===== src/lhrtm_defines.svh =====
// constants for the linear home return and test mode block
// assumes inclusion by the package and lhrtm_top
`ifndef LHRTM_DEFINES_SVH
`define LHRTM_DEFINES_SVH
`define LHRTM_POS_W        32
`define LHRTM_SEL_W        3
`define LHRTM_SEL_RESET    3'h3
`define LHRTM_IVL_0        32'h0000_2000
`define LHRTM_IVL_1        32'h0002_0000
`define LHRTM_IVL_2        32'h0004_0000
`define LHRTM_IVL_3        32'h0010_0000
`define LHRTM_IVL_4        32'h0040_0000
`define LHRTM_IVL_5        32'h0100_0000
`define LHRTM_IVL_6        32'h0400_0000
`define LHRTM_INDEX_W      8
`define LHRTM_INDEX_CYC    8'h04
`define LHRTM_STOP_CYC     8'h10
`define LHRTM_CNT_W        8
`endif


===== src/lhrtm_pkg.sv =====
// types shared by the linear home return and test mode block
// assumes the defines header sits in the same folder
`include "lhrtm_defines.svh"
package lhrtm_pkg;
  typedef logic [`LHRTM_POS_W-1:0] lhrtm_pos_t;
  typedef logic [`LHRTM_SEL_W-1:0] lhrtm_sel_t;
  typedef enum logic [5:0] {
    LHRTM_IDLE  = 6'h01,
    LHRTM_MARK  = 6'h02,
    LHRTM_DOG   = 6'h04,
    LHRTM_SEEK  = 6'h08,
    LHRTM_STOP  = 6'h10,
    LHRTM_DONE  = 6'h20
  } lhrtm_state_e;
  typedef enum logic [1:0] {
    LHRTM_HR_DOG  = 2'h0,
    LHRTM_HR_SET  = 2'h1,
    LHRTM_HR_MARK = 2'h2
  } lhrtm_hrmode_e;
endpackage


===== src/lhrtm_top.sv =====
// linear axis home return, index output, test mode gating and pole detect start
// assumes synchronous inputs, encoder position and mark already decoded upstream
`timescale 1ns/10ps
`default_nettype none
`include "lhrtm_defines.svh"
module lhrtm_top
  import lhrtm_pkg::*;
#(
  parameter int POS_W = `LHRTM_POS_W
) (
  // clock and reset
  input  wire logic                  mclk,
  input  wire logic                  rst_n,
  // configuration
  input  wire lhrtm_pkg::lhrtm_sel_t linear_function_select_one,
  input  wire logic                  absolute_encoder,
  input  wire logic                  pole_detect_required,
  input  wire logic                  test_mode_select_switch,
  // encoder and axis
  input  wire logic [POS_W-1:0]      encoder_position,
  input  wire logic                  reference_mark,
  input  wire logic                  proximity_dog,
  input  wire logic                  axis_stopped,
  // home return command
  input  wire logic                  home_start,
  input  wire lhrtm_pkg::lhrtm_hrmode_e home_mode,
  // servo and alarms
  input  wire logic                  servo_on_cmd,
  input  wire logic                  forced_stop_two,
  input  wire logic                  test_position_req,
  input  wire logic                  overload_alarm_one,
  input  wire logic                  overload_alarm_two,
  input  wire logic                  overvoltage_alarm,
  input  wire logic                  overload_warning_one,
  input  wire logic                  overload_warning_two,
  input  wire logic                  pole_detect_error_alarm,
  // network
  input  wire logic                  net_rx_valid,
  output logic                       net_accept,
  output logic                       net_downstream_enable,
  // outputs
  output logic                       encoder_index_pulse_out,
  output logic                       home_searching,
  output logic                       home_valid,
  output logic [POS_W-1:0]           home_position,
  output logic                       home_complete,
  output logic                       test_active,
  output logic                       test_positioning,
  output logic                       pole_detect_start,
  output logic                       servo_off_force
);
  import lhrtm_pkg::*;

  function automatic logic [POS_W-1:0] decode_interval(input lhrtm_sel_t sel);
    unique case (sel)
      3'h0:    decode_interval = POS_W'(`LHRTM_IVL_0);
      3'h1:    decode_interval = POS_W'(`LHRTM_IVL_1);
      3'h2:    decode_interval = POS_W'(`LHRTM_IVL_2);
      3'h3:    decode_interval = POS_W'(`LHRTM_IVL_3);
      3'h4:    decode_interval = POS_W'(`LHRTM_IVL_4);
      3'h5:    decode_interval = POS_W'(`LHRTM_IVL_5);
      3'h6:    decode_interval = POS_W'(`LHRTM_IVL_6);
      default: decode_interval = POS_W'(`LHRTM_IVL_3);
    endcase
  endfunction

  // power-up capture: one pass after release, then frozen
  logic       captured;
  logic       next_captured;
  lhrtm_sel_t sel_latched;
  lhrtm_sel_t next_sel_latched;
  logic       test_latched;
  logic       next_test_latched;
  always_comb begin
    next_captured     = 1'b1;
    next_sel_latched  = sel_latched;
    next_test_latched = test_latched;
    if (!captured) begin
      // changing the switch later has no effect until next power cycle
      next_sel_latched  = linear_function_select_one;
      next_test_latched = test_mode_select_switch;
    end
  end
  always_ff @(posedge mclk or negedge rst_n) begin
    if (!rst_n) begin
      captured     <= 1'b0;
      sel_latched  <= `LHRTM_SEL_RESET;
      test_latched <= 1'b0;
    end else begin
      captured     <= next_captured;
      sel_latched  <= next_sel_latched;
      test_latched <= next_test_latched;
    end
  end

  logic [POS_W-1:0] interval;
  assign interval = decode_interval(sel_latched);

  // grid origin: mark latched for incremental, zero for absolute
  logic [POS_W-1:0] origin;
  logic [POS_W-1:0] next_origin;
  logic             on_grid;
  lhrtm_grid #(.POS_W(POS_W)) u_grid (
    .mclk     (mclk),
    .rst_n    (rst_n),
    .rel_pos  (encoder_position - origin),
    .interval (interval),
    .on_grid  (on_grid)
  );

  // home return sequencer
  lhrtm_state_e     state;
  lhrtm_state_e     next_state;
  logic [POS_W-1:0] next_home_position;
  logic             next_home_valid;
  logic             next_home_complete;
  logic             dog_seen;
  logic             next_dog_seen;
  logic             next_home_searching;
  always_comb begin
    next_state         = state;
    next_origin        = origin;
    next_home_position = home_position;
    next_home_valid    = home_valid;
    next_home_complete = 1'b0;
    next_dog_seen      = dog_seen;
    if (absolute_encoder) begin
      next_origin = '0;
    end
    unique case (state)
      LHRTM_IDLE: begin
        if (home_start) begin
          next_home_valid = 1'b0;
          next_dog_seen   = 1'b0;
          if (home_mode == LHRTM_HR_SET) begin
            next_home_position = encoder_position;
            next_home_valid    = 1'b1;
            next_state         = LHRTM_STOP;
          end else if (absolute_encoder) begin
            next_state = (home_mode == LHRTM_HR_DOG) ? LHRTM_DOG : LHRTM_SEEK;
          end else begin
            next_state = LHRTM_MARK;
          end
        end
      end
      LHRTM_MARK: begin
        // without a mark ahead this waits; the controller aborts via its own error
        if (reference_mark) begin
          next_origin = encoder_position;
          next_state  = (home_mode == LHRTM_HR_DOG) ? LHRTM_DOG : LHRTM_SEEK;
        end
      end
      LHRTM_DOG: begin
        if (proximity_dog) begin
          next_dog_seen = 1'b1;
        end else if (dog_seen) begin
          next_state = LHRTM_SEEK;
        end
      end
      LHRTM_SEEK: begin
        // grid flag lags position by one cycle; position is taken one cycle later too
        if (on_grid) begin
          next_home_position = encoder_position;
          next_home_valid    = 1'b1;
          next_state         = LHRTM_STOP;
        end
      end
      LHRTM_STOP: begin
        if (axis_stopped) begin
          next_state = LHRTM_DONE;
        end
      end
      LHRTM_DONE: begin
        next_home_complete = 1'b1;
        next_state         = LHRTM_IDLE;
      end
      default: next_state = LHRTM_IDLE;
    endcase
    // searching covers the phases that still wait on mark, dog or grid
    next_home_searching = (next_state == LHRTM_MARK) || (next_state == LHRTM_DOG) ||
                          (next_state == LHRTM_SEEK);
  end
  always_ff @(posedge mclk or negedge rst_n) begin
    if (!rst_n) begin
      state         <= LHRTM_IDLE;
      origin        <= '0;
      home_position <= '0;
      home_valid    <= 1'b0;
      home_complete <= 1'b0;
      dog_seen      <= 1'b0;
      home_searching <= 1'b0;
    end else begin
      state         <= next_state;
      origin        <= next_origin;
      home_position <= next_home_position;
      home_valid    <= next_home_valid;
      home_complete <= next_home_complete;
      dog_seen      <= next_dog_seen;
      home_searching <= next_home_searching;
    end
  end

  // index pulse, stretched so a slow reader sees it
  logic [`LHRTM_INDEX_W-1:0] index_cnt;
  logic [`LHRTM_INDEX_W-1:0] next_index_cnt;
  logic                      next_index_out;
  logic                      on_grid_d;
  always_comb begin
    next_index_cnt = index_cnt;
    if (!absolute_encoder) begin
      next_index_cnt = '0;
    end else if (on_grid && !on_grid_d) begin
      next_index_cnt = `LHRTM_INDEX_CYC;
    end else if (index_cnt != '0) begin
      next_index_cnt = index_cnt - 8'h01;
    end
    next_index_out = (next_index_cnt != '0);
  end
  always_ff @(posedge mclk or negedge rst_n) begin
    if (!rst_n) begin
      index_cnt               <= '0;
      on_grid_d               <= 1'b0;
      encoder_index_pulse_out <= 1'b0;
    end else begin
      index_cnt               <= next_index_cnt;
      on_grid_d               <= on_grid;
      encoder_index_pulse_out <= next_index_out;
    end
  end

  // test mode, pole detection and network gating
  logic servo_on_d;
  logic test_abort;
  logic next_test_active;
  logic next_test_positioning;
  logic next_pole_start;
  logic next_servo_off_force;
  logic next_net_accept;
  logic next_net_down;
  logic pole_running;
  logic next_pole_running;
  logic trip;
  always_comb begin
    trip = overload_alarm_one | overload_alarm_two | overvoltage_alarm |
           overload_warning_one | overload_warning_two;
    next_pole_start   = servo_on_cmd && !servo_on_d && pole_detect_required;
    next_pole_running = pole_running;
    if (next_pole_start) begin
      next_pole_running = 1'b1;
    end else if (pole_detect_error_alarm || !servo_on_cmd) begin
      next_pole_running = 1'b0;
    end
    next_test_active     = test_active;
    next_servo_off_force = servo_off_force;
    test_abort           = test_active && pole_running && trip;
    if (!captured) begin
      next_test_active = test_mode_select_switch;
    end else if (test_abort) begin
      next_test_active     = 1'b0;
      next_servo_off_force = 1'b1;
      next_pole_running    = 1'b0;
    end
    // forced stop is active low; servo and link state do not gate this
    next_test_positioning = next_test_active && forced_stop_two && test_position_req;
    // the link stays cut for the whole power cycle, even after a test abort
    next_net_accept = !next_test_latched && net_rx_valid;
    next_net_down   = !next_test_latched;
  end
  always_ff @(posedge mclk or negedge rst_n) begin
    if (!rst_n) begin
      servo_on_d            <= 1'b0;
      test_active           <= 1'b0;
      test_positioning      <= 1'b0;
      pole_detect_start     <= 1'b0;
      servo_off_force       <= 1'b0;
      net_accept            <= 1'b0;
      net_downstream_enable <= 1'b0;
      pole_running          <= 1'b0;
    end else begin
      servo_on_d            <= servo_on_cmd;
      test_active           <= next_test_active;
      test_positioning      <= next_test_positioning;
      pole_detect_start     <= next_pole_start;
      servo_off_force       <= next_servo_off_force;
      net_accept            <= next_net_accept;
      net_downstream_enable <= next_net_down;
      pole_running          <= next_pole_running;
    end
  end

  property p_sel_hold;
    @(posedge mclk) disable iff (!rst_n)
      captured |=> $stable(sel_latched);
  endproperty
  a_sel_hold: assert property (p_sel_hold) else $error("interval changed");

  property p_net_block;
    @(posedge mclk) disable iff (!rst_n)
      captured && test_latched |=> !net_accept && !net_downstream_enable;
  endproperty
  a_net_block: assert property (p_net_block) else $error("network not blocked");

  property p_abort;
    @(posedge mclk) disable iff (!rst_n)
      captured && test_active && pole_running && trip |=> !test_active && servo_off_force;
  endproperty
  a_abort: assert property (p_abort) else $error("test not ended on trip");

  property p_test_pos;
    @(posedge mclk) disable iff (!rst_n)
      test_positioning |-> test_active && $past(forced_stop_two);
  endproperty
  a_test_pos: assert property (p_test_pos) else $error("test move without release");

  property p_pole_start;
    @(posedge mclk) disable iff (!rst_n)
      $rose(servo_on_cmd) && pole_detect_required |=> pole_detect_start;
  endproperty
  a_pole_start: assert property (p_pole_start) else $error("pole detect not started");

  property p_no_index;
    @(posedge mclk) disable iff (!rst_n)
      !absolute_encoder [*2] |-> !encoder_index_pulse_out;
  endproperty
  a_no_index: assert property (p_no_index) else $error("index on incremental");

  property p_complete;
    @(posedge mclk) disable iff (!rst_n)
      home_complete |-> home_valid && $past(axis_stopped, 2);
  endproperty
  a_complete: assert property (p_complete) else $error("early completion");

  property p_dataset;
    @(posedge mclk) disable iff (!rst_n)
      state == LHRTM_IDLE && home_start && home_mode == LHRTM_HR_SET
        |=> home_valid && home_position == $past(encoder_position);
  endproperty
  a_dataset: assert property (p_dataset) else $error("data set home wrong");

  property p_test_latch;
    @(posedge mclk) disable iff (!rst_n)
      captured && !test_latched |-> !test_active;
  endproperty
  a_test_latch: assert property (p_test_latch) else $error("late test enable");
endmodule
`default_nettype wire


===== src/lhrtm_grid.sv =====
// reference home grid detector: tells when a position sits on a stop-interval multiple
// assumes intervals are powers of two and origin is given by the caller
`timescale 1ns/10ps
`default_nettype none
module lhrtm_grid #(
  parameter int POS_W = 32
) (
  // clock and reset
  input  wire logic             mclk,
  input  wire logic             rst_n,
  // position relative to origin and interval
  input  wire logic [POS_W-1:0] rel_pos,
  input  wire logic [POS_W-1:0] interval,
  // registered result
  output logic                  on_grid
);
  logic next_on_grid;
  always_comb begin
    // power of two interval makes modulo a mask
    next_on_grid = ((rel_pos & (interval - {{(POS_W-1){1'b0}}, 1'b1})) == '0);
  end
  always_ff @(posedge mclk or negedge rst_n) begin
    if (!rst_n) begin
      on_grid <= 1'b0;
    end else begin
      on_grid <= next_on_grid;
    end
  end
endmodule
`default_nettype wire


===== config.mk =====
export PLATFORM = sky130hd
export DESIGN_NAME = lhrtm_top
export DESIGN_NICKNAME = d
export VERILOG_FILES = /design/src/lhrtm_pkg.sv /design/src/lhrtm_top.sv /design/src/lhrtm_grid.sv
export VERILOG_INCLUDE_DIRS = /design/src
export SDC_FILE = /design/constraint.sdc
export NUM_CORES = 1
export LEC_CHECK = 0
export ABC_AREA = 1
export ABC_CLOCK_PERIOD_IN_PS = 1600
export BUFFER_PORTS_ARGS = -buffer_cell sky130_fd_sc_hd__buf_2
export CORE_MARGIN = 2
export CORE_UTILIZATION = 36
export CTS_CLUSTER_SIZE = 28
export DETAILED_ROUTE_END_ITERATION = 10
export PLACE_DENSITY_LB_ADDON = 0.08
export SETUP_SLACK_MARGIN = 0.4
export SYNTH_ARGS = -nofsm -noshare
export SYNTH_HDL_FRONTEND = slang
export SYNTH_SLANG_ARGS = --single-unit

===== constraint.sdc =====
create_clock -name mclk -period 1.6 [get_ports mclk]
set_input_delay 0.16 -clock mclk [delete_from_list [all_inputs] [get_ports mclk]]
set_output_delay 0.16 -clock mclk [all_outputs]
set_load 0.005 [all_outputs]

### Yosys cells after proc, flatten, opt, wreduce, memory -nomap -nowiden

Index checks and enable logic that the tools add are counted.

| operators by class | value |
|---|---|
| add/sub/neg operators | 3 |
| eq/ne operators | 19 |
| muxes and demuxes | 36 |
| bitwise logic cells | 5 |
| reduce and logical (&&, ||, !) cells | 26 |

Operators with widths:

| cell | number |
|---|---|
| two-way mux 32 bit | 6 |
| case mux 27 bit (6 select lines) | 1 |
| case mux 32 bit (2 select lines) | 1 |
| two-way mux 6 bit | 6 |
| AND 32 bit | 1 |
| logical NOT 32 bit | 1 |
| subtractor 32 bit | 1 |
| case mux 6 bit (5 select lines) | 1 |
| subtractor 27 x 1 -> 28 bit, second input constant | 1 |
| two-way mux 8 bit | 3 |
| nonzero test 8 bit | 2 |
| two-way mux 1 bit | 13 |
| equality test 6 x 2 -> 1 bit, second input constant | 2 |
| equality test 6 x 3 -> 1 bit, second input constant | 2 |
| equality test 6 x 4 -> 1 bit, second input constant | 2 |
| equality test 3 bit, second input constant | 3 |
| logical AND 1 bit | 8 |
| two-way mux 4 bit | 2 |
| subtractor 8 x 1 -> 8 bit, second input constant | 1 |
| equality test 6 x 1 -> 1 bit, second input constant | 1 |
| equality test 6 x 5 -> 1 bit, second input constant | 1 |
| equality test 6 bit, second input constant | 1 |
| inequality test 2 bit, second input constant | 3 |
| AND reduction 3 bit | 2 |
| 14 further kinds | 24 |

| storage, ports and cells | value |
|---|---|
| flip-flop bits (word level) | 98 |
| input bits | 56 |
| output and inout bits | 42 |

### Depth between registers and ports, before layout

Gate-level depths: netlist (run 1).

| logic depth | value |
|---|---|
| depth after elaboration | 9 |
| mapped depth | 17 |
| mapped depth without buffers | 17 |

### By module

From an unflattened synthesis (run 1), not the netlist that was laid out.

| second synthesis, totals | value |
|---|---|
| cells, all modules | 1244 |
| area total of the unflattened synthesis | 7796.2 um^2 |

Modules (own cells, without submodules):

| module | times used | cells an instance | area each (um^2) | sequential area each (um^2) |
|---|---|---|---|---|
| lhrtm_top | 1 | 988 | 6602.6 | 2431.1 |
| lhrtm_grid | 1 | 256 | 1193.6 | 25.0 |

### Worst setup path before layout (run 1)

Ideal clock, no wire load.

| path | value |
|---|---|
| path kind | flip-flop to flip-flop |
| start | reg origin[1] |
| end | reg u_grid.on_grid |
| arrival time | 1.620 ns |
| required time | 1.485 ns |
| setup slack | -0.136 ns |
| cell stages (with the launch flop) | 16 |
| path buffers | 0 |
| clock period less this slack | 1.736 ns |
| cells stage by stage | dfrtp_1 > inv_1 > ha_1 > nand2_1 > nand2_1 > nand2_1 > nand2_1 > nand2_1 > nand2_1 > nand2_1 > nand2_1 > nor2_1 > nor3b_1 > nor2_1 > nand3_1 > nor2_1 |

| between the ends | value |
|---|---|
| longest elaborated chain between the ends | 3 |

RTL lines:

| element | RTL line | RTL |
|---|---|---|
| from (decl) | lhrtm_top.sv:100 | `logic [POS_W-1:0] origin;` |
| from (signal assigned) | lhrtm_top.sv:194 | `origin <= next_origin;` |
| subtractor 32 bit | lhrtm_top.sv:106 | `.rel_pos (encoder_position - origin),` |
| AND 32 bit | lhrtm_grid.sv:20 | `next_on_grid = ((rel_pos & (interval - {{(POS_W-1){1'b0}}, 1'b1})) == '0);` |
| logical NOT 32 bit | lhrtm_grid.sv:20 |  |
| via u_grid.next_on_grid | lhrtm_grid.sv:17 | `logic next_on_grid;` |
| to (signal assigned) | lhrtm_grid.sv:26 | `on_grid <= next_on_grid;` |
| to (decl) | lhrtm_grid.sv:15 | `output logic on_grid` |

The timed path passes the listed nets, and every way through them passes these cells.
A chain may end at the register's enable or synchronous reset.

### Worst setup path after layout (run 1)

| path | value |
|---|---|
| start | reg state[0] |
| end | reg home_searching |

| between the ends | value |
|---|---|
| elaborated cells between the ends (all ways) | 17 |

RTL lines:

| element | RTL line | RTL |
|---|---|---|
| from (decl) | lhrtm_top.sv:112 | `lhrtm_state_e state;` |
| from (signal assigned) | lhrtm_top.sv:193 | `state <= next_state;` |
| equality test 6 x 5 -> 1 bit (tied with other cells) | lhrtm_top.sv:130 | `unique case (state)` |
| case mux 6 bit (5 select lines) (*) | lhrtm_top.sv:130 |  |
| via next_state[4] | lhrtm_top.sv:113 | `lhrtm_state_e next_state;` |
| equality test 6 x 2 -> 1 bit / equality test 6 x 3 -> 1 bit (equally long branches) | lhrtm_top.sv:180 | `next_home_searching = (next_state == LHRTM_MARK) \|\| (next_state == LHRTM_DOG) \|\|` |
| logical OR 1 bit | lhrtm_top.sv:180 |  |
| logical OR 1 bit (*) | lhrtm_top.sv:180 |  |
| via next_home_searching | lhrtm_top.sv:119 | `logic next_home_searching;` |
| to (signal assigned) | lhrtm_top.sv:199 | `home_searching <= next_home_searching;` |
| to (decl) | lhrtm_top.sv:43 | `output logic home_searching,` |

The timed path passes the listed nets; every way through them passes the cells marked *.

==> flow_metrics.env, run 1 <==
export IMPL_max_freq_mhz=498
export IMPL_min_path_type="in -> reg"
export IMPL_globalRoute_totalOverflow=0
export IMPL_start_util_pct=36.7
export IMPL_r2r_slack_ns=-0.41
export IMPL_gp_congestion=0.870
export IMPL_synth_top_family_by_area="simple AND/OR/NAND/NOR gates"
export IMPL_finClkSkew_ns=0.00567
export IMPL_via_per_inst=4.68
export IMPL_p_int_mw=7.50
export IMPL_dr_pass1_iters=5
export IMPL_synth_area_mm2=0.00604
export IMPL_yosysSeqAreaShare_pct=38.6
export IMPL_swShare_pct=41.0
export IMPL_clock_sinks=93
export IMPL_fin_crit_ns=2.01
export IMPL_ys_async_sr_fraction_pct=100
export IMPL_power_frac_seq_pct=27.3
export IMPL_port_buffers=97
export IMPL_grt_pass1_vias=6489
export IMPL_crit_required_ns=1.88
export IMPL_grt_pass1_wl_mm=32.2
export IMPL_period_share_pct=125
export IMPL_clkTransAtPathRegs_ns=0.07
export IMPL_root_buffer="clkbuf_16"
export IMPL_setup_tns_ns=-17.58
export IMPL_antenna_found_initial=0
export IMPL_cts_tree="done"
export IMPL_design_core_area_mm2=0.0165
export IMPL_arrival_ns=2.29
export IMPL_layout_common_cells="nand2_1 (246), inv_1 (134), buf_4 (112)"
export IMPL_ios=98
export IMPL_die_h_um=133
export IMPL_yosys_register_bits=93
export IMPL_hold_viol_final=0
export IMPL_rsz0062_at_grt="yes"
export IMPL_dp_final_hpwl_mm=13.4
export IMPL_synthFlopType="dfrtp_1"
export IMPL_num_vias=6347
export IMPL_synth_xor_xnor_area_share_pct=0.871
export IMPL_maxSlewHeadroom_pct=57.9
export IMPL_drt_iter0_drc=308
export IMPL_synth_edf_count=0
export IMPL_n_antenna_cell=0
export IMPL_wl_mm=19.8
export IMPL_p_sw_mw=5.20
export IMPL_grt_max_degree=38
export IMPL_status="finished, violations left"
export IMPL_pwr_share_clk_pct=16.8
export IMPL_synthAdderAreaFrac_pct=6.22
export IMPL_wire_per_inst_um=14.6
export IMPL_die_w_um=133
export IMPL_num_nets_final=1218
export IMPL_n_fill_cell=1462
export IMPL_area_growth_pct=63.1
export IMPL_synth_mux_area_share_pct=0.187
export IMPL_num_rows=47
export IMPL_final_common_cell="nand2_1"
export IMPL_ir_drop_mv=0.922
export IMPL_track_usage_pct=22.7
export IMPL_worstSetupPathType="reg -> reg"
export IMPL_synth_cells=886
export IMPL_tightest_slew_ns=0.632
export IMPL_die_area_mm2=0.0178
export IMPL_max_cap_violations=0
export IMPL_clk_latency_ns=0.36
export IMPL_drc_errors=0
export IMPL_violations="setup timing"
export IMPL_h_tree_depth=3
export IMPL_cp_end_kind="flip-flop"
export IMPL_cts_buffers=9
export IMPL_combPwrFrac_pct=55.9
export IMPL_ys_types=37
export IMPL_setup_violations=68
export IMPL_drive_above_1_share_pct=44.5
export IMPL_yosysWarningCount=0
export IMPL_report_final_slew_viol_count=0
export IMPL_yosys_area_share_simple_pct=33.6
export IMPL_fin_total_pwr_mw=12.7
export IMPL_p_per_area_mw_per_mm2=1290
export IMPL_cts_max_path_buffers=2
export IMPL_worstSetupStartpointType="flip-flop"
export IMPL_syn_avg_cell_area_um2=6.81
export IMPL_cp_max_fo=6
export IMPL_postRouteAntennaNets=0
export IMPL_syn_nets=972
export IMPL_fin_ws_ns=-0.406
export IMPL_synth_compound_area_share_pct=8.46
export IMPL_p_leak_nw=5.12
-- sequential cells by signal (all words and copies together) (netlist names), 3 cells and up --
name and cells:
home_position 32, sel_latched 3, origin 27, state 6, index_cnt 8
-- power by group through the flow --
stage	registers [mW]	logic (mW)	clock network, mW
4_1_cts	3.37	6.20	2.19
6_report	3.47	7.10	2.14
3_5_place_dp	3.34	4.17	0
3_3_place_gp	3.33	4.16	0
2_1_floorplan	3.34	2.57	0
5_1_grt	3.52	7.70	2.27
-- layer usage --
metal	GRT usage, %	part of all wire [%]	vias up
li1	-	-	3248
met1	30.7	47	2963
met2	38.3	48	113
met3	3.46	3.0	23
met4	5.50	1.5	0
met5	0	0	-
-- timing repair --
| item | CTS | global route |
|---|---|---|
| gates cloned | 12 | 0 |
| setup buffers | 23 | 10 |
| setup endpoints to repair | 76 | 79 |
| hold buffers | 7 | 0 |
| gates resized for setup | 194 | 125 |
| pin swaps | 41 | 22 |
| hold endpoints to repair | 26 | 0 |
-- path summary, 6_finish.rpt --
path                                           start           endpoint  cells past startpoint
min in group asynchronous                      rst_n  home_position[27]                      2
max in group asynchronous                      rst_n     sel_latched[0]                      3
worst min-delay path            encoder_position[28]  home_position[28]                      3
worst max register to register              state[0]     home_searching                     11
worst min register to register            servo_on_d  pole_detect_start                      1
worst max-delay path                        state[0]     home_searching                     11
-- cell type report --
cell class,instances,area [um^2],share of cell area [%]
Multi-Input combinational cell,613,4250,43.2
Timing Repair Buffer,250,2040,20.7
Clock buffer,9,225,2.29
Tap cell,220,275,2.80
Timing Repair inverter,2,32.5,0.330
Sequential cell,93,2330,23.7
Inverter,163,629,6.39
Clock inverter,7,57.6,0.584
-- cell usage after synthesis, types with 2 or more instances --
master,count,share of area (%)
xnor2_1,2,0.29
nor4_1,4,0.41
nand4_1,13,1.3
nand2_1,341,21
and2_1,2,0.21
o21bai_1,4,0.50
nor3_1,11,0.91
xor2_1,4,0.58
a21oi_1,33,2.7
inv_1,160,10
nor2_2,2,0.21
dfstp_2,3,1.3
nand3_1,44,3.6
ha_1,30,6.2
o21ai_0,13,1.1
buf_6,5,0.93
o31ai_1,27,3.4
nor2_1,66,4.1
nand3b_1,6,0.75
dfrtp_1,90,37
inv_2,2,0.12
buf_2,5,0.41
clkbuf_1,5,0.31
-- worst max-delay path, stage by stage (launching register included) --
cell,delay (ns)
dfstp_2,0.56
inv_2,0.06
nor4_4,0.31
buf_4,0.20
inv_6,0.04
nor2_4,0.11
nor2_4,0.06
o21ai_4,0.07
buf_12,0.21
buf_12,0.14
o21ai_4,0.06
nor3_2,0.10
-- cell families after synthesis --
family / count (synthesis)
xor+xnor: 6
other cells: 1
mux: 1
fa+ha+maj: 30
flops: 93
compound gates: 82
buf+inv: 180
simple gates: 493
-- through the flow --
stage	area (um^2)	utilization, %	hold WS [ns]	instances	worst slack, ns
5_1_grt	9850	59.8	0.0108	1357	-0.503
4_1_cts	9200	55.9	0.00258	1347	-0.312
3_5_place_dp	7650	46.5	0.0855	1289	-0.428
2_1_floorplan	6190	-	-0.136	886	-0.0999
6_report	9850	59.8	0.00765	1357	-0.406
3_3_place_gp	7650	46.5	0.0844	1289	-0.441
Power figures use the tool's default switching activity.
==> run 2: changes to the inputs <==
--- a/config.mk
+++ b/config.mk
@@ -10,7 +10,7 @@
 export ABC_CLOCK_PERIOD_IN_PS = 1600
 export BUFFER_PORTS_ARGS = -buffer_cell sky130_fd_sc_hd__buf_2
 export CORE_MARGIN = 2
-export CORE_UTILIZATION = 36
+export CORE_UTILIZATION = 40
 export CTS_CLUSTER_SIZE = 28
 export DETAILED_ROUTE_END_ITERATION = 10
 export PLACE_DENSITY_LB_ADDON = 0.08
==> run 2 against run 1 <==
Effect of this change:
- final cell count is 2.5% lower
- setup slack better by 0.072 ns
- register-to-register slack better by 0.07 ns
- largest cell class unchanged
- critical endpoint is now u_grid.on_grid
- the run still ends with setup timing left
- clock-buffer cell count is 1 higher
- worst hold slack better by 0.0046 ns
- design area hardly changed
==> flow_metrics.env, run 2 (synthesized netlist as in run 1, its figures left out) <==
export IMPL_crit_required_ns=1.89
export IMPL_final_common_cell="nand2_1"
export IMPL_root_buffer="clkbuf_16"
export IMPL_design_core_area_mm2=0.0146
export IMPL_dp_cells=1256
export IMPL_grt_max_degree=44
export IMPL_max_freq_mhz=517
export IMPL_drt_iter0_drc=308
export IMPL_hold_viol_final=0
export IMPL_cp_end_kind="flip-flop"
export IMPL_reg2reg_depth=17
export IMPL_min_from="encoder_position[29]"
export IMPL_die_h_um=127
export IMPL_fin_util_pct=67.3
export IMPL_dr_pass1_iters=5
export IMPL_report_final_slew_viol_count=0
export IMPL_p_leak_nw=5.22
export IMPL_dp_final_hpwl_mm=12.9
export IMPL_largest_reg_flops=32
export IMPL_clkTransAtPathRegs_ns=0.07
export IMPL_drive_above_1_share_pct=45.3
export IMPL_fin_crit_ns=1.93
export IMPL_worstSetupPathType="reg -> reg"
export IMPL_start_util_pct=41.2
export IMPL_wire_per_inst_um=14.5
export IMPL_area_growth_pct=63.3
export IMPL_maxSlewHeadroom_pct=64.8
export IMPL_top_register="home_position"
export IMPL_die_area_mm2=0.0161
export IMPL_drc_errors=0
export IMPL_globalRoute_totalOverflow=0
export IMPL_setup_violations=68
export IMPL_tightest_slew_ns=0.528
export IMPL_clock_sinks=93
export IMPL_period_share_pct=121
export IMPL_postRouteAntennaNets=0
export IMPL_arrival_ns=2.22
export IMPL_placement_cell_area_mm2=0.00765
export IMPL_hold_slack_ns=0.0123
export IMPL_n_antenna_cell=0
export IMPL_grt_pass1_vias=6101
export IMPL_grt_pass1_wl_mm=30.2
export IMPL_min_path_type="in -> reg"
export IMPL_clk_latency_ns=0.35
export IMPL_num_nets_final=1220
export IMPL_ir_drop_mv=0.615
export IMPL_h_tree_depth=3
export IMPL_num_vias=6446
export IMPL_via_per_inst=4.87
export IMPL_antenna_found_initial=0
export IMPL_min_path_cells=3
export IMPL_worstSetupStartpointType="flip-flop"
export IMPL_cts_buffers=9
export IMPL_rr_startpoint="origin[1]"
export IMPL_num_rows=44
export IMPL_ios=98
export IMPL_max_cap_violations=0
export IMPL_wl_mm=19.2
export IMPL_top_regs="home_position: 32 flops, origin: 27 flops, index_cnt: 8 flops"
export IMPL_reg2reg_to="u_grid.on_grid"
export IMPL_port_buffers=97
export IMPL_violations="setup timing"
export IMPL_cts_max_path_buffers=2
export IMPL_cp_max_fo=3
export IMPL_status="finished, violations left"
export IMPL_track_usage_pct=23.6
export IMPL_r2r_slack_ns=-0.33
export IMPL_layout_common_cells="nand2_1 (236), inv_1 (134), buf_4 (106)"
export IMPL_finClkSkew_ns=0.00631
export IMPL_final_area_mm2=0.00986
export IMPL_die_w_um=127
export IMPL_gp_congestion=0.900
export IMPL_cts_tree="done"
export IMPL_whs_endpoint="home_position[29]"
export IMPL_p_per_area_mw_per_mm2=1290
export IMPL_stdcell_count=1323
export IMPL_rsz0062_at_grt="yes"
export IMPL_fin_ws_ns=-0.335
[run 2: cell count changes in the layout (fill, tap and decap cells not counted), sizes merged]
cell,change
bufinv,+2
clkinv,-1
clkbuf,+1
buf,+2
inv,-2
[run 2: worst max-delay path, cell delays in order (launching register included)]
cell     delay (ns)
dfrtp_1        0.37
inv_2          0.08
ha_4           0.22
nand2_4        0.07
nand2_4        0.05
buf_4          0.14
nand2_4        0.05
nand3_2        0.06
buf_4          0.13
nand2_1        0.07
nand2_1        0.08
nand2_1        0.10
nand3_1        0.07
nand2_1        0.08
nand3_1        0.06
nand2_1        0.06
nand3_1        0.06
nor2_1         0.10
[run 2: cell type report]
type,count,area [um^2]
Fill cell,1175,4790
Multi-Input combinational cell,613,4230
Sequential cell,93,2330
Timing Repair Buffer,252,2080
Inverter,163,629
Tap cell,184,230
Clock buffer,10,229
Clock inverter,6,95.1
Timing Repair inverter,2,27.5
[run 2: worst max-delay path by stage]
stage                     slack, ns  cells past startpoint              to  startpoint
after floorplan                -0.1                     14  u_grid.on_grid  origin[13]
after global placement        -0.48                     17  u_grid.on_grid   origin[6]
after detailed placement      -0.46                     17  u_grid.on_grid   origin[6]
after CTS                     -0.29                     16  u_grid.on_grid   origin[5]
after global routing          -0.54                     14  u_grid.on_grid   origin[9]
final                         -0.33                     17  u_grid.on_grid   origin[1]
[run 2: repair_timing]
item	4_1_cts	5_1_grt
resized for setup	193	141
cloned	8	1
endpoints found under the setup margin	77	79
setup buffers	22	13
hold buffers	7	0
pin swaps	39	41
hold endpoints to repair	96	0
[run 2: per-stage QoR]
| step | TNS, ns | setup slack [ns] | total power [mW] |
|---|---|---|---|
| floorplan | -2.95 | -0.0999 | 5.92 |
| global placement | -10.32 | -0.478 | 7.67 |
| detailed placement | -9.78 | -0.464 | 7.69 |
| CTS | -10.46 | -0.293 | 11.6 |
| global route | -20.38 | -0.541 | 13.5 |
| finish | -13.77 | -0.335 | 12.7 |
[run 2: layer usage]
metal  share of wire, %  global-route usage [%]  vias up  wire length [um]
li1                   -                       -     3265                 -
met1                 46                    32.5     3041              8780
met2                 49                    38.9      125              9450
met3                4.0                    4.13       15               776
met4                1.0                    5.62        0               195
met5                  0                       0        -                 0
[run 2: power by group]
part	leakage [nW]	switching, mW	internal, mW	total [mW]
Combinational	3.87	3.53	3.34	6.87
Clock	0.151	1.00	1.39	2.39
Sequential	1.20	0.466	2.98	3.44
Total	5.22	5.00	7.71	12.7
==> run 3: changes to the inputs <==
--- a/config.mk
+++ b/config.mk
@@ -10,9 +10,10 @@
 export ABC_CLOCK_PERIOD_IN_PS = 1600
 export BUFFER_PORTS_ARGS = -buffer_cell sky130_fd_sc_hd__buf_2
 export CORE_MARGIN = 2
-export CORE_UTILIZATION = 40
+export CORE_UTILIZATION = 52
 export CTS_CLUSTER_SIZE = 28
 export DETAILED_ROUTE_END_ITERATION = 10
+export HOLD_SLACK_MARGIN = 0.05
 export PLACE_DENSITY_LB_ADDON = 0.08
 export SETUP_SLACK_MARGIN = 0.4
 export SYNTH_ARGS = -nofsm -noshare
==> run 3 against run 2 <==
Effect of this change:
- the run ends with DRC, setup timing left
- routed wire length rose by 66%
- first-iteration DRC count rose to 5.1 times the previous value
- register-to-register slack got worse by 0.79 ns
- clock power fell by 6%
- global-route usage rose by 11 points
- clock skew rose by 0.0097 ns
- sequential share of layout area fell by 0.55 points
- setup slack got worse by 0.79 ns
- critical path type unchanged
- critical endpoint unchanged
==> flow_metrics.env, run 3 (synthesized netlist as in run 1, its figures left out) <==
export IMPL_wl_mm=31.8
export IMPL_area_growth_pct=67.2
export IMPL_report_final_slew_viol_count=0
export IMPL_via_per_inst=6.45
export IMPL_die_w_um=112
export IMPL_rsz0062_at_grt="yes"
export IMPL_track_usage_pct=34.5
export IMPL_port_buffers=97
export IMPL_hold_viol_final=0
export IMPL_cts_tree="done"
export IMPL_num_nets_final=1229
export IMPL_arrival_ns=2.98
export IMPL_p_sw_mw=6.21
export IMPL_wire_per_inst_um=24.7
export IMPL_clkTransAtPathRegs_ns=0.07
export IMPL_root_buffer="clkbuf_16"
export IMPL_p_int_mw=7.72
export IMPL_ios=98
export IMPL_dp_final_hpwl_mm=12.1
export IMPL_reg2reg_to="u_grid.on_grid"
export IMPL_final_common_cell="nand2_1"
export IMPL_final_area_mm2=0.0101
export IMPL_tightest_slew_ns=0.689
export IMPL_top_register="home_position"
export IMPL_grt_pass1_wl_mm=34.3
export IMPL_die_area_mm2=0.0125
export IMPL_fin_util_pct=88.8
export IMPL_gp_congestion=0.908
export IMPL_max_freq_mhz=367
export IMPL_status="finished, violations left"
export IMPL_pwr_share_clk_pct=16.2
export IMPL_dr_pass1_iters=11
export IMPL_setup_tns_ns=-27.95
export IMPL_cts_max_path_buffers=2
export IMPL_fin_total_pwr_mw=13.9
export IMPL_whs_endpoint="origin[26]"
export IMPL_p_leak_nw=5.29
export IMPL_n_antenna_cell=0
export IMPL_fin_crit_ns=2.72
export IMPL_top_regs="home_position: 32 flops, origin: 27 flops, index_cnt: 8 flops"
export IMPL_globalRoute_totalOverflow=0
export IMPL_postRouteAntennaNets=0
export IMPL_power_frac_seq_pct=26.1
export IMPL_p_per_area_mw_per_mm2=1380
export IMPL_drc_errors=11
export IMPL_antenna_found_initial=0
export IMPL_largest_reg_flops=32
export IMPL_num_vias=8319
export IMPL_grt_max_degree=39
export IMPL_worstSetupStartpointType="flip-flop"
export IMPL_n_fill_cell=438
export IMPL_drt_iter0_drc=1575
export IMPL_drive_above_1_share_pct=45.7
export IMPL_swShare_pct=44.6
export IMPL_maxSlewHeadroom_pct=54.0
export IMPL_ir_drop_mv=1.54
export IMPL_period_share_pct=170
export IMPL_setup_violations=68
export IMPL_r2r_slack_ns=-1.12
export IMPL_start_util_pct=53.1
export IMPL_worstSetupPathType="reg -> reg"
export IMPL_layout_common_cells="nand2_1 (232), inv_1 (136), buf_4 (107)"
export IMPL_cp_end_kind="flip-flop"
export IMPL_crit_required_ns=1.86
export IMPL_design_core_area_mm2=0.0114
export IMPL_cp_max_fo=4
export IMPL_h_tree_depth=3
export IMPL_clock_sinks=93
export IMPL_num_rows=39
export IMPL_combPwrFrac_pct=57.7
export IMPL_min_path_type="in -> reg"
export IMPL_clk_latency_ns=0.37
export IMPL_min_path_cells=3
export IMPL_placement_cell_area_mm2=0.00747
export IMPL_min_from="encoder_position[26]"
export IMPL_dpl_worst_slack_ns=-0.466
export IMPL_cts_buffers=9
export IMPL_violations="DRC, setup timing"
export IMPL_reg2reg_depth=14
export IMPL_fin_ws_ns=-1.12
export IMPL_grt_pass1_vias=6891
export IMPL_finClkSkew_ns=0.0160
export IMPL_die_h_um=112
export IMPL_rr_startpoint="origin[18]"
export IMPL_max_cap_violations=0
==> run 3: cell types whose count changed in the layout (fill, tap and decap cells not counted), moves of 4 or more <==
cell,change
nand3_2,+5
nand2_2,-8
nand2_1,-4
o31ai_2,-9
buf_12,-4
o31ai_4,+10
dlygate4sd3_1,+11
nand2_4,+12
==> run 3: cell type report <==
| type | count | area [um^2] | share of cell area (%) |
|---|---|---|---|
| Multi-Input combinational cell | 613 | 4480 | 44.4 |
| Sequential cell | 93 | 2330 | 23.1 |
| Timing Repair Buffer | 263 | 2180 | 21.6 |
| Inverter | 163 | 634 | 6.29 |
| Clock buffer | 10 | 229 | 2.27 |
| Tap cell | 143 | 179 | 1.77 |
| Clock inverter | 5 | 60.1 | 0.595 |
==> run 3: critical path, stage by stage, from the launching register on <==
cell and delay, ns:
dfrtp_1 0.38, inv_1 0.13, ha_4 0.32, nand2_1 0.14, inv_1 0.26, nand2_1 0.18, buf_4 0.18, nor3_1 0.29
nand2_1 0.21, nand2_1 0.13, nand2_1 0.07, nand3_1 0.12, nand2_1 0.08, nand3_1 0.07, nor2_1 0.05
==> run 3: metrics by stage <==
| step | hold WS (ns) | std cells |
|---|---|---|
| after detailed placement | 0.123 | 1206 |
| after CTS | 0.0606 | 1275 |
| after floorplan | -0.136 | 886 |
| after global routing | 0.0849 | 1290 |
| after global placement | 0.122 | 1206 |
| final | 0.0862 | 1290 |
==> run 3: timing repair <==
item / 4_1_cts / 5_1_grt
endpoints found under the setup margin: 77 / 79
hold buffers: 18 / 0
cloned: 9 / 0
buffers inserted: 27 / 15
gates resized for setup: 169 / 199
endpoints found under the hold margin: 44 / 0
pin swaps: 41 / 51
==> run 3: routing by layer <==
metal / share of wire (%) / GRT usage, %
met1: 33 / 43.7
met2: 44 / 57.9
met3: 13 / 6.21
met4: 10 / 15.6
met5: 0 / 0
==> run 3: worst max-delay path by stage <==
stage	start	endpoint
final	origin[18]	u_grid.on_grid
after floorplan	origin[13]	u_grid.on_grid
after global placement	origin[6]	u_grid.on_grid
after detailed placement	origin[4]	u_grid.on_grid
after global routing	origin[17]	u_grid.on_grid
after CTS	origin[7]	u_grid.on_grid
==> run 3: power groups by stage <==
stage	registers [mW]	logic, mW	clock network (mW)
after global routing	3.65	8.33	2.33
after global placement	3.32	4.02	0
final	3.64	8.04	2.25
after detailed placement	3.33	4.08	0
after CTS	3.35	5.83	2.18
after floorplan	3.34	2.57	0
